===== src/rtl/bbpll_pkg.sv =====
// Purpose: Shared constants for the baseband control and first loop configuration registers
// Assumes: 16-bit register words written over a serial peripheral port by the host
// Notes:   Register addresses are not printed, so they are plain localparams here
package bbpll_pkg;
    // ============================================================
    // Register addressing
    // ============================================================
    localparam logic [6:0]  ADDR_BASEBAND   = 7'h01;   // Baseband control word
    localparam logic [6:0]  ADDR_LOOPCFG    = 7'h04;   // First loop configuration word
    localparam logic [6:0]  ADDR_DIRECT     = 7'h00;   // Direct-access word (loop enable)
    // ============================================================
    // Reset and init values
    // ============================================================
    localparam logic [15:0] BB_RESET        = 16'h0000;
    localparam logic [15:0] BB_INIT_PULSED  = 16'h0092;
    localparam logic [15:0] BB_INIT_CW      = 16'h10b3;
    localparam logic [15:0] BB_WRITE_MASK   = 16'h11b7; // Implemented bits only
    localparam logic [15:0] LC_RESET        = 16'h0000;
    localparam logic [15:0] LC_INIT         = 16'h053a;
    localparam logic [15:0] LC_WRITE_MASK   = 16'h7fff; // b15 unused
    // ============================================================
    // Field positions
    // ============================================================
    localparam int BIT_DIV_BIAS    = 12;
    localparam int BIT_QUAD_SENSE  = 8;
    localparam int BIT_DET_DIG     = 7;
    localparam int BIT_HOLD_BOOST  = 5;
    localparam int BIT_CHOP        = 4;
    localparam int BIT_STARTUP     = 2;
    localparam int BIT_AMP         = 1;
    localparam int BIT_SAMPLE      = 0;
    localparam int BIT_LOOP_EN     = 8;
    localparam int TMUX_HI         = 14;
    localparam int TMUX_LO         = 13;
    // ============================================================
    // Test multiplexer codes
    // ============================================================
    localparam logic [1:0] TMUX_FUNC = 2'h0;
    localparam logic [1:0] TMUX_LOCK = 2'h1;
    localparam logic [1:0] TMUX_REF4 = 2'h2;
    localparam logic [1:0] TMUX_DIV4 = 2'h3;
    // ============================================================
    // Timing
    // ============================================================
    localparam int  CLK_MHZ        = 125;
    localparam int  DET_SETTLE_MS  = 50;
    localparam longint DET_SETTLE_CYC = longint'(DET_SETTLE_MS) * 1000 * 1000 * CLK_MHZ / 1000;
    localparam int  CHOP_HALF_CYC  = 8;            // Chopping clock half period in cycles
    localparam int  QS_SETTLE_US   = 200;
    localparam int  QS_SETTLE_CYC  = QS_SETTLE_US * CLK_MHZ;
endpackage


===== src/rtl/bbpll_cfg_if.sv =====
// Purpose: Carries the loop configuration fields into the test output selector
// Assumes: Single mclk domain
// Notes:   Used only between the top module and its test selector
interface bbpll_cfg_if;
    logic [1:0] tmux;       // Test multiplexer field
    logic       lock_raw;   // Raw lock after the pin synchroniser, one if detection off
    logic       ref_clk;    // Reference clock sample
    logic       div_clk;    // Divider clock sample
    logic       reg_so;     // Normal serial read bit
    logic       so;         // Selected serial output
    modport top (output tmux, lock_raw, ref_clk, div_clk, reg_so, input so);
    modport sel (input tmux, lock_raw, ref_clk, div_clk, reg_so, output so);
endinterface


===== src/rtl/radar_baseband_pll_cfg_regs.sv =====
// Purpose: Baseband control and first loop configuration registers with their outputs
// Assumes: Host writes come as decoded word strobes from the serial port logic
// Notes:   Pin inputs are synchronised through three flip-flops
//
// How it works
// - baseband word resets zero, init loads mode value
// - detector counts hits 50 ms after first enable
// - bit 5 high turns hold boost off
// - bit 4 runs or stops chopping clock
// - bit 2 startup boost, bit 1 amplifier
// - bit 0 closes sampling switch
// - loop word resets zero, init loads 0x053A
// - test field selects serial output source
// - writes still work in test mode
// - test lock is raw, one if disabled
// - loop configuration writes ignored while loop enabled, init still loads it
module radar_baseband_pll_cfg_regs
    import bbpll_pkg::*;
#(
    parameter longint SETTLE_CYC = DET_SETTLE_CYC   // Detector settle count
) (
    input  wire logic        mclk,
    input  wire logic        rst_n,
    input  wire logic        wr_stb,              // One-cycle write strobe
    input  wire logic [6:0]  wr_addr,             // Write address
    input  wire logic [15:0] wr_data,             // Write data
    input  wire logic [6:0]  rd_addr,             // Read address
    input  wire logic [3:0]  rd_bit,              // Bit index being shifted out
    input  wire logic        init_stb,            // Init sequence load pulse
    input  wire logic        init_cw,             // Init mode: 1 continuous wave
    input  wire logic        lock_pin,            // Raw internal lock
    input  wire logic        lock_det_on,         // Lock detection enabled
    input  wire logic        ref_clk_pin,         // Reference clock
    input  wire logic        div_clk_pin,         // Divider clock
    input  wire logic        hit_pulse,           // Detector hit event
    output logic [15:0]      rd_data,             // Parallel read word
    output logic             spi_so,              // Serial data output
    output logic             div_bias_on,
    output logic             quad_sense_on,
    output logic             detector_digital_on,
    output logic             hold_boost_off,
    output logic             chopping_clock_on,
    output logic             chopping_clock,      // Running chop clock
    output logic             startup_boost,
    output logic             baseband_amp_on,
    output logic             sampling_switch_on,
    output logic             hit_count_en,        // Detector allowed to count
    output logic [15:0]      hit_count,           // Counted hits
    output logic [14:0]      loop_cfg,            // Loop configuration fields
    output logic             loop_on              // Loop enable from direct word
);
    bbpll_cfg_if cfg ();

    logic [15:0] bb_reg;          // Baseband control
    logic [15:0] lc_reg;          // Loop configuration one
    logic        loop_en_reg;     // Copy of direct-access loop enable
    logic [2:0]  lock_s_reg;      // Lock synchroniser
    logic [2:0]  ref_s_reg;       // Reference synchroniser
    logic [2:0]  div_s_reg;       // Divider synchroniser
    logic        lock_q_reg;      // Accepted lock level
    logic        ref_q_reg;       // Accepted reference level
    logic        div_q_reg;       // Accepted divider level
    logic        det_seen_reg;    // Detector enabled once since reset
    logic        det_ready_reg;   // Settle time elapsed
    logic [31:0] settle_cnt_reg;  // Settle counter
    logic [3:0]  chop_cnt_reg;    // Chop half period counter
    logic        chop_reg;        // Chop clock level
    logic [15:0] hits_reg;        // Hit counter
    logic [15:0] rd_reg;          // Read word register

    // ============================================================
    // Baseband control register
    // ============================================================
    always_ff @(posedge mclk or negedge rst_n) begin
        if (!rst_n) begin
            bb_reg <= BB_RESET;
        end else if (init_stb) begin
            bb_reg <= init_cw ? BB_INIT_CW : BB_INIT_PULSED;
        end else if (wr_stb && wr_addr == ADDR_BASEBAND) begin
            bb_reg <= wr_data & BB_WRITE_MASK;
        end
    end

    // ============================================================
    // Direct-access loop enable copy
    // ============================================================
    always_ff @(posedge mclk or negedge rst_n) begin
        if (!rst_n) begin
            loop_en_reg <= 1'b0;
        end else if (init_stb) begin
            loop_en_reg <= 1'b0;
        end else if (wr_stb && wr_addr == ADDR_DIRECT) begin
            loop_en_reg <= wr_data[BIT_LOOP_EN];
        end
    end

    // ============================================================
    // Loop configuration register, writes ignored while loop enabled, init still loads it
    // ============================================================
    always_ff @(posedge mclk or negedge rst_n) begin
        if (!rst_n) begin
            lc_reg <= LC_RESET;
        end else if (init_stb) begin
            lc_reg <= LC_INIT;
        end else if (wr_stb && wr_addr == ADDR_LOOPCFG && !loop_en_reg) begin
            lc_reg <= wr_data & LC_WRITE_MASK;
        end
    end

    // ============================================================
    // Pin synchronisers, accept when second and third agree
    // ============================================================
    always_ff @(posedge mclk or negedge rst_n) begin
        if (!rst_n) begin
            lock_s_reg <= 3'h0;
            ref_s_reg  <= 3'h0;
            div_s_reg  <= 3'h0;
            lock_q_reg <= 1'b0;
            ref_q_reg  <= 1'b0;
            div_q_reg  <= 1'b0;
        end else begin
            lock_s_reg <= {lock_s_reg[1:0], lock_pin};
            ref_s_reg  <= {ref_s_reg[1:0], ref_clk_pin};
            div_s_reg  <= {div_s_reg[1:0], div_clk_pin};
            if (lock_s_reg[1] == lock_s_reg[2]) begin
                lock_q_reg <= lock_s_reg[2];
            end
            if (ref_s_reg[1] == ref_s_reg[2]) begin
                ref_q_reg <= ref_s_reg[2];
            end
            if (div_s_reg[1] == div_s_reg[2]) begin
                div_q_reg <= div_s_reg[2];
            end
        end
    end

    // ============================================================
    // Detector settle: 50 ms after first enable
    // ============================================================
    always_ff @(posedge mclk or negedge rst_n) begin
        if (!rst_n) begin
            det_seen_reg   <= 1'b0;
            det_ready_reg  <= 1'b0;
            settle_cnt_reg <= 32'h0;
        end else if (!det_ready_reg) begin
            if (bb_reg[BIT_DET_DIG]) begin
                det_seen_reg <= 1'b1;
            end
            if (det_seen_reg || bb_reg[BIT_DET_DIG]) begin
                if (settle_cnt_reg == 32'(SETTLE_CYC - 1)) begin
                    det_ready_reg <= 1'b1;
                end else begin
                    settle_cnt_reg <= settle_cnt_reg + 32'h1;
                end
            end
        end
    end

    // ============================================================
    // Hit counter, only once settled and enabled
    // ============================================================
    always_ff @(posedge mclk or negedge rst_n) begin
        if (!rst_n) begin
            hits_reg <= 16'h0;
        end else if (hit_count_en && hit_pulse) begin
            hits_reg <= hits_reg + 16'h1;
        end
    end

    // ============================================================
    // Chopping clock generator
    // ============================================================
    always_ff @(posedge mclk or negedge rst_n) begin
        if (!rst_n) begin
            chop_cnt_reg <= 4'h0;
            chop_reg     <= 1'b0;
        end else if (!bb_reg[BIT_CHOP]) begin
            chop_cnt_reg <= 4'h0;
            chop_reg     <= 1'b0;
        end else if (chop_cnt_reg == 4'(CHOP_HALF_CYC - 1)) begin
            chop_cnt_reg <= 4'h0;
            chop_reg     <= ~chop_reg;
        end else begin
            chop_cnt_reg <= chop_cnt_reg + 4'h1;
        end
    end

    // ============================================================
    // Read word and serial bit
    // ============================================================
    always_ff @(posedge mclk or negedge rst_n) begin
        if (!rst_n) begin
            rd_reg <= 16'h0;
        end else if (rd_addr == ADDR_BASEBAND) begin
            rd_reg <= bb_reg & BB_WRITE_MASK;
        end else if (rd_addr == ADDR_LOOPCFG) begin
            rd_reg <= lc_reg & LC_WRITE_MASK;
        end else begin
            rd_reg <= 16'h0;
        end
    end

    // ============================================================
    // Test selector hookup
    // ============================================================
    assign cfg.tmux     = lc_reg[TMUX_HI:TMUX_LO];
    assign cfg.lock_raw = lock_det_on ? lock_q_reg : 1'b1;
    assign cfg.ref_clk  = ref_q_reg;
    assign cfg.div_clk  = div_q_reg;
    assign cfg.reg_so   = rd_reg[rd_bit];

    test_out_sel u_sel (
        .mclk  (mclk),
        .rst_n (rst_n),
        .cfg   (cfg)
    );

    // ============================================================
    // Outputs
    // ============================================================
    assign rd_data             = rd_reg;
    assign spi_so              = cfg.so;
    assign div_bias_on         = bb_reg[BIT_DIV_BIAS];
    assign quad_sense_on       = bb_reg[BIT_QUAD_SENSE];
    assign detector_digital_on = bb_reg[BIT_DET_DIG];
    assign hold_boost_off      = bb_reg[BIT_HOLD_BOOST];
    assign chopping_clock_on   = bb_reg[BIT_CHOP];
    assign chopping_clock      = chop_reg;
    assign startup_boost       = bb_reg[BIT_STARTUP];
    assign baseband_amp_on     = bb_reg[BIT_AMP];
    assign sampling_switch_on  = bb_reg[BIT_SAMPLE];
    assign hit_count_en        = det_ready_reg && bb_reg[BIT_DET_DIG];
    assign hit_count           = hits_reg;
    assign loop_cfg            = lc_reg[14:0];
    assign loop_on             = loop_en_reg;
endmodule // radar_baseband_pll_cfg_regs


===== src/rtl/test_out_sel.sv =====
// Purpose: Chooses the serial data output: register data or loop test signals
// Assumes: Reference and divider clock samples are already synchronised
// Notes:   Divide-by-4 is taken from rising edges of each sampled clock
module test_out_sel
    import bbpll_pkg::*;
(
    input  wire logic mclk,
    input  wire logic rst_n,
    bbpll_cfg_if.sel  cfg
);
    logic [1:0] ref_cnt_reg;   // Reference edge count
    logic [1:0] div_cnt_reg;   // Divider edge count
    logic       ref_d_reg;     // Previous reference sample
    logic       div_d_reg;     // Previous divider sample
    logic       so_reg;        // Registered output

    // ============================================================
    // Divide-by-4 counters on rising edges
    // ============================================================
    always_ff @(posedge mclk or negedge rst_n) begin
        if (!rst_n) begin
            ref_cnt_reg <= 2'h0;
            div_cnt_reg <= 2'h0;
            ref_d_reg   <= 1'b0;
            div_d_reg   <= 1'b0;
        end else begin
            ref_d_reg <= cfg.ref_clk;
            div_d_reg <= cfg.div_clk;
            if (cfg.ref_clk && !ref_d_reg) begin
                ref_cnt_reg <= ref_cnt_reg + 2'h1;
            end
            if (cfg.div_clk && !div_d_reg) begin
                div_cnt_reg <= div_cnt_reg + 2'h1;
            end
        end
    end

    // ============================================================
    // Output selector
    // ============================================================
    always_ff @(posedge mclk or negedge rst_n) begin
        if (!rst_n) begin
            so_reg <= 1'b0;
        end else begin
            case (cfg.tmux)
                TMUX_LOCK: so_reg <= cfg.lock_raw;
                TMUX_REF4: so_reg <= ref_cnt_reg[1];
                TMUX_DIV4: so_reg <= div_cnt_reg[1];
                default:   so_reg <= cfg.reg_so;
            endcase
        end
    end

    assign cfg.so = so_reg;
endmodule // test_out_sel

===== config.mk =====
export PLATFORM = sky130hd
export DESIGN_NAME = radar_baseband_pll_cfg_regs
export DESIGN_NICKNAME = d
export VERILOG_FILES = /design/src/rtl/bbpll_pkg.sv /design/src/rtl/bbpll_cfg_if.sv /design/src/rtl/radar_baseband_pll_cfg_regs.sv /design/src/rtl/test_out_sel.sv
export SDC_FILE = /design/constraint.sdc
export NUM_CORES = 1
export LEC_CHECK = 0
export ABC_AREA = 1
export BUFFER_PORTS_ARGS = -buffer_cell sky130_fd_sc_hd__buf_2
export CORE_MARGIN = 4
export CORE_UTILIZATION = 35
export CTS_BUF_LIST = sky130_fd_sc_hd__clkbuf_16
export DETAILED_ROUTE_END_ITERATION = 10
export HOLD_SLACK_MARGIN = 0.03
export PLACE_DENSITY_LB_ADDON = 0.25
export SYNTH_ARGS = -nofsm -noshare
export SYNTH_HDL_FRONTEND = slang
export SYNTH_HIERARCHICAL = 1
export SYNTH_SLANG_ARGS = --single-unit
export TNS_END_PERCENT = 30

===== constraint.sdc =====
create_clock -name mclk -period 3.7 [get_ports mclk]
set_clock_uncertainty 0.1 [all_clocks]
set_input_delay 0.185 -clock mclk [delete_from_list [all_inputs] [get_ports mclk]]
set_output_delay 0.185 -clock mclk [all_outputs]
set_load 0.03 [all_outputs]

==> impl_metrics.ini, run 1 <==
[critical_path]
end_kind = flip-flop
critical_path_class = in2reg
cp-start-kind = input pin
crit_fanout = 18
worstPathRequired_ns = 3.94
arrival_ns = 2.66

[clock_network]
clkSinkCount = 113
clk_latency_ns = 0.41
cts_buffer_depth = 2
htreeDepth = 4
cts_setup_buffers = 0
path_clk_slew_ns = 0.05
cts_buffers = 17
root_buffer = clkbuf_16
cts_tree = done

[place]
port-buffer-count = 100
gp_congestion = 0.878
dpl-instance-area_um2 = 6430
post-place-ws_ns = 1.61
hpwlAfterDp_um = 10500

[yosys]
synth-seq-area-share_pct = 49.5
synth-edff-count = 0
ys_ff_latch = 113
synthCells = 737
synth_warnings = 6
synth.avg_cell_area_um2 = 7.76
yosysUniqueCellTypes = 37
syn-num-nets = 784
syn_area_um2 = 5720
synth_ff_type = dfrtp_1
synthArstFlopShare_pct = 100

[status]
outcome = complete, no violations

[detailed_routing]
top_layer = met4
met2WireLength_um = 6780
wl_per_cell_um = 13.3
ant_nets = 0
met1_length_um = 6790
viasPerCell = 4.59
drt_iter0_drc = 290
dr.pass1.iters = 5
wl_met3_um = 812
vias = 5044
drc = 0
drt-total-wl_um = 14600

[timing]
fmax_ghz = 0.414
post-route-period-util_pct = 65.4
hold_violations = 0
setup_slack_ns = 1.28
tightest_slew_ns = 0.965
setup_viol = 0
rsz0062_at_grt = no
post-route-min-period_ns = 2.42
slew_headroom_pct = 35.1
tns_ns = 0
drv_slew = 0

[flow_run]
max-cap-violations = 0

[floorplanning]
placeableCoreArea_um2 = 15900
die_height_um = 136
dieArea_um2 = 18400
die_x_um = 136
ios = 103
start_util_pct = 35.9
rows = 46

[pwr]
seqPwrFrac_pct = 40.8
vdd_drop_max_mv = 0.361
comb_power_share_pct = 11.7
cellLeakagePower_nw = 3.69
power_frac_clock_pct = 47.6
p_sw_share_pct = 25.6
powerDensity_nw_per_um2 = 480
p_switching_w = 0.000895
internal_power_w = 0.00261

[layout]
stdcell_area_um2 = 7300
mostFrequentLayoutCell = nand2_1
largest_register_ffs = 32
nNetsFinal = 918
layout_common_cells = 195 x nand2_1, 113 x dfrtp_1, 108 x nor2_1
syn_to_final_growth_pct = 27.7
final_layout_size_suffix_gt1_share_pct = 17.3

[grt]
grt_start_max_net_pins = 66
grt_pass1_vias = 4874
antenna_found_initial = 1
grt_overflow = 0
grt_util_all_layers_pct = 16.7
grt_pass1_wl_um = 24500

[worst_hold_path]
hold_path.class = in2reg
through the flow:
step                std cells  hold WS [ns]  power, W  utilization (%)
floorplan                 737        -0.211   0.00170                -
global placement         1041         0.156   0.00183             40.3
detailed placement       1041         0.158   0.00184             40.3
CTS                      1099        0.0343   0.00354             45.8
global route             1100        0.0429   0.00366             45.8
finish                   1100        0.0500   0.00350             45.8
power by group through the flow:
stage	clock [W]	sequential, W	combinational (W)
detailed placement	0	0.00145	0.000389
global route	0.00175	0.00144	0.000465
floorplan	0	0.00147	0.000229
finish	0.00167	0.00143	0.000409
CTS	0.00170	0.00143	0.000415
global placement	0	0.00145	0.000383
final timing paths:
path	startpoint	endpoint	slack, ns	cells after the start
min in group asynchronous	rst_n	settle_cnt_reg[2]	0.25	2
worst min-delay path	rd_addr[5]	rd_data[5]	0.05	4
worst max register to register	settle_cnt_reg[0]	settle_cnt_reg[6]	1.66	9
worst max-delay path	init_stb	bb_reg[0]	1.28	8
worst min register to register	div_s_reg[0]	div_s_reg[1]	0.25	0
max in group asynchronous	rst_n	hit_count[11]	2.48	3
cells by family after synthesis:
logic type	after synthesis	share of synthesized area [%]
and+or+nand+nor	432	32.7
AOI/OAI and AO/OA	53	4.97
DFF	113	49.5
buffers and inverters	107	7.75
xor gates and xnor gates	25	3.83
other	1	0.0656
adders and majority gates	6	1.18
worst max-delay path: stages:
cell           delay [ns]
dlygate4sd3_1        0.53
buf_2                0.21
clkinv_1             0.50
o21ai_0              0.26
buf_4                0.21
nor2_1               0.05
a31oi_1              0.12
dlygate4sd3_1        0.58
metal layers:
| layer | track usage (%) | vias up |
|---|---|---|
| met5 | 0 | - |
| met4 | 5.77 | 0 |
| li1 | - | 2595 |
| met1 | 23.0 | 2314 |
| met3 | 4.27 | 18 |
| met2 | 25.7 | 117 |
area by class of cell:
type | instances | area [µm²]
Fill cell | 1610 | 8640
Sequential cell | 113 | 2830
Multi-Input combinational cell | 517 | 2450
Timing Repair Buffer | 130 | 808
Clock buffer | 17 | 425
Inverter | 92 | 345
Tap cell | 216 | 270
Clock inverter | 14 | 173
Antenna cell | 1 | 2.50
synthesized netlist by cell type, types with 2 or more instances:
cell / number / share of area (%)
xnor2_1: 9 / 1.4
buf_2: 6 / 0.53
o211ai_1: 5 / 0.66
clkinv_1: 2 / 0.13
buf_4: 4 / 0.53
nor2_1: 108 / 7.1
o21ai_1: 2 / 0.18
or2_2: 2 / 0.22
a31oi_1: 2 / 0.22
a21oi_1: 3 / 0.26
clkbuf_1: 3 / 0.20
ha_1: 3 / 0.66
dfrtp_1: 113 / 49
xor2_1: 16 / 2.5
nand4_1: 10 / 1.1
nand3_1: 94 / 8.2
o21ai_0: 40 / 3.5
nor3_1: 2 / 0.18
nand2_2: 6 / 0.66
nand2_1: 195 / 13
nor2_2: 6 / 0.66
inv_2: 3 / 0.20
inv_1: 87 / 5.7
maj3_1: 3 / 0.53
repair_timing:
item | CTS | global route
resized for setup | 0 | 0
endpoints found under the hold margin | 76 | 0
endpoints found under the setup margin | 0 | 0
hold buffers | 27 | 0
(Power assumes the default switching activity.)
==> run 2: changes to the inputs <==
==> constraint.sdc (replaced) <==
create_clock -name mclk -period 2.2 [get_ports mclk]
set_clock_uncertainty 0.1 [all_clocks]
set_input_delay 0.11 -clock mclk [delete_from_list [all_inputs] [get_ports mclk]]
set_output_delay 0.11 -clock mclk [all_outputs]
set_load 0.03 [all_outputs]
==> run 2 against run 1 <==
Final area increased by 1.3%; first-iteration DRC count up 3.8%; die area is the same; routed wire length shrank 0.20%; critical path type unchanged.
==> impl_metrics.ini, run 2 (synthesis gave the netlist of run 1 again) <==
[status]
outcome = complete, no violations

[pwr]
vdd_drop_max_mv = 0.551
seqPwrFrac_pct = 41.4
p_switching_w = 0.00153
internal_power_w = 0.00427
cellLeakagePower_nw = 3.75
p_sw_share_pct = 26.3
powerDensity_nw_per_um2 = 784
comb_power_share_pct = 12.0
power_frac_clock_pct = 46.6

[floorplanning]
die_height_um = 136
ios = 103
rows = 46
start_util_pct = 35.9
placeableCoreArea_um2 = 15900
dieArea_um2 = 18400
die_x_um = 136

[critical_path]
cp_common_cell = dlygate4sd3_1
worstPathRequired_ns = 2.43
crit_slowest_cell = dlygate4sd3_1
crit_chain = dlygate4sd3_1, buf_2, nor2_2, dlygate4sd3_1, nand3_1, dlygate4sd3_1, a21oi_1
rrSetupSlack_ns = 0.35
crit_buf_inv = 4
cp-start-kind = input pin
crit_fanout = 3
end_kind = flip-flop
cpLargestDelayFamily = buffers and inverters
r2r_end = settle_cnt_reg[24]
critical_path_class = in2reg
ff2ff_path_depth = 9
r2r-start = settle_cnt_reg[0]
arrival_ns = 2.30
max_stage_delay_ns = 0.58

[timing]
drv_slew = 0
hold_violations = 0
tightest_slew_ns = 0.532
tns_ns = 0
post-route-period-util_pct = 93.9
setup_slack_ns = 0.135
rsz0062_at_grt = no
holdWs_ns = 0.0545
post-route-min-period_ns = 2.06
setup_viol = 0
slew_headroom_pct = 64.4
fmax_ghz = 0.484

[place]
gp_congestion = 0.907
port-buffer-count = 100
post-place-ws_ns = 0.344
dpl-instance-area_um2 = 6520
hpwlAfterDp_um = 10600

[detailed_routing]
viasPerCell = 4.58
drc = 0
ant_nets = 0
drt-total-wl_um = 14600
dr.pass1.iters = 7
wl_per_cell_um = 13.1
vias = 5103
drt_iter0_drc = 301

[clock_network]
cts_tree = done
path_clk_slew_ns = 0.05
clkSinkCount = 113
cts_setup_buffers = 0
htreeDepth = 4
clk_latency_ns = 0.42
cts_buffers = 17
cts_buffer_depth = 2
root_buffer = clkbuf_16

[worst_hold_path]
holdPathStages = 5
hp-start = wr_addr[3]
hold_path.class = in2reg
min_to = loop_on

[layout]
syn_to_final_growth_pct = 29.3
layout_common_cells = 195 x nand2_1, 113 x dfrtp_1, 108 x nor2_1
fillerInstances = 1601
stdcell_area_um2 = 7390
nNetsFinal = 931
final_layout_size_suffix_gt1_share_pct = 18.1
largest_register_ffs = 32
mostFrequentLayoutCell = nand2_1
antennaDiodeCount = 0

[grt]
grt_util_all_layers_pct = 16.5
antenna_found_initial = 0
grt_pass1_vias = 4855
grt_pass1_wl_um = 24200
grt_overflow = 0
grt_start_max_net_pins = 37

[flow_run]
max-cap-violations = 0
## run 2: layer usage
layer | global-route usage [%] | up-vias | wire [µm]
met4 | 5.43 | 0 | 193
met5 | 0 | - | 0
li1 | - | 2629 | -
met1 | 21.5 | 2346 | 6650
met3 | 4.57 | 19 | 734
met2 | 26.7 | 109 | 7040
## run 2: worst max-delay path by stage
stage | to | slack, ns | depth (start not counted) | from
5_1_grt | lc_reg[7] | 0.03 | 7 | wr_addr[0]
3_5_place_dp | settle_cnt_reg[7] | 0.34 | 9 | settle_cnt_reg[0]
4_1_cts | lc_reg[7] | 0.15 | 7 | wr_addr[0]
6_report | lc_reg[7] | 0.14 | 7 | wr_addr[0]
3_3_place_gp | settle_cnt_reg[24] | 0.35 | 9 | settle_cnt_reg[0]
2_1_floorplan | hit_count[12] | 0.55 | 8 | hit_count[1]
## run 2: stage by stage
| stage | cells | total power [W] | utilization [%] |
|---|---|---|---|
| floorplan | 737 | 0.00285 | - |
| global placement | 1051 | 0.00308 | 40.9 |
| detailed placement | 1051 | 0.00310 | 40.9 |
| CTS | 1113 | 0.00587 | 46.4 |
| global route | 1113 | 0.00608 | 46.4 |
| finish | 1113 | 0.00580 | 46.4 |
## run 2: worst reg2reg max path, stage by stage (launching register included)
cell	delay, ns
dfrtp_1	0.41
ha_1	0.25
nand3_1	0.14
nor2_1	0.06
nand2_1	0.10
inv_1	0.07
nand2_4	0.18
nand3_4	0.24
nand2_1	0.14
nand2_1	0.06
## run 2: what timing repair did
action / CTS / global route
hold buffers: 30 / 0
resized for setup: 0 / 0
hold endpoints to repair: 134 / 0
## run 2: power by group through the flow
stage	combinational, W	sequential (W)	clock, W
2_1_floorplan	0.000385	0.00247	0
3_3_place_gp	0.000655	0.00243	0
3_5_place_dp	0.000663	0.00244	0
4_1_cts	0.000706	0.00240	0.00276
5_1_grt	0.000794	0.00243	0.00286
6_report	0.000696	0.00240	0.00270
## run 2: area by class of cell
class                      count  area [µm²]  share of cell area [%]
clock buffer                  17         425                    5.75
clock inverter                15         151                    2.05
inverter                      92         345                    4.67
multi-input combinational    517        2450                    33.1
sequential                   113        2830                    38.3
tap                          216         270                    3.66
timing repair buffer         143         926                    12.5
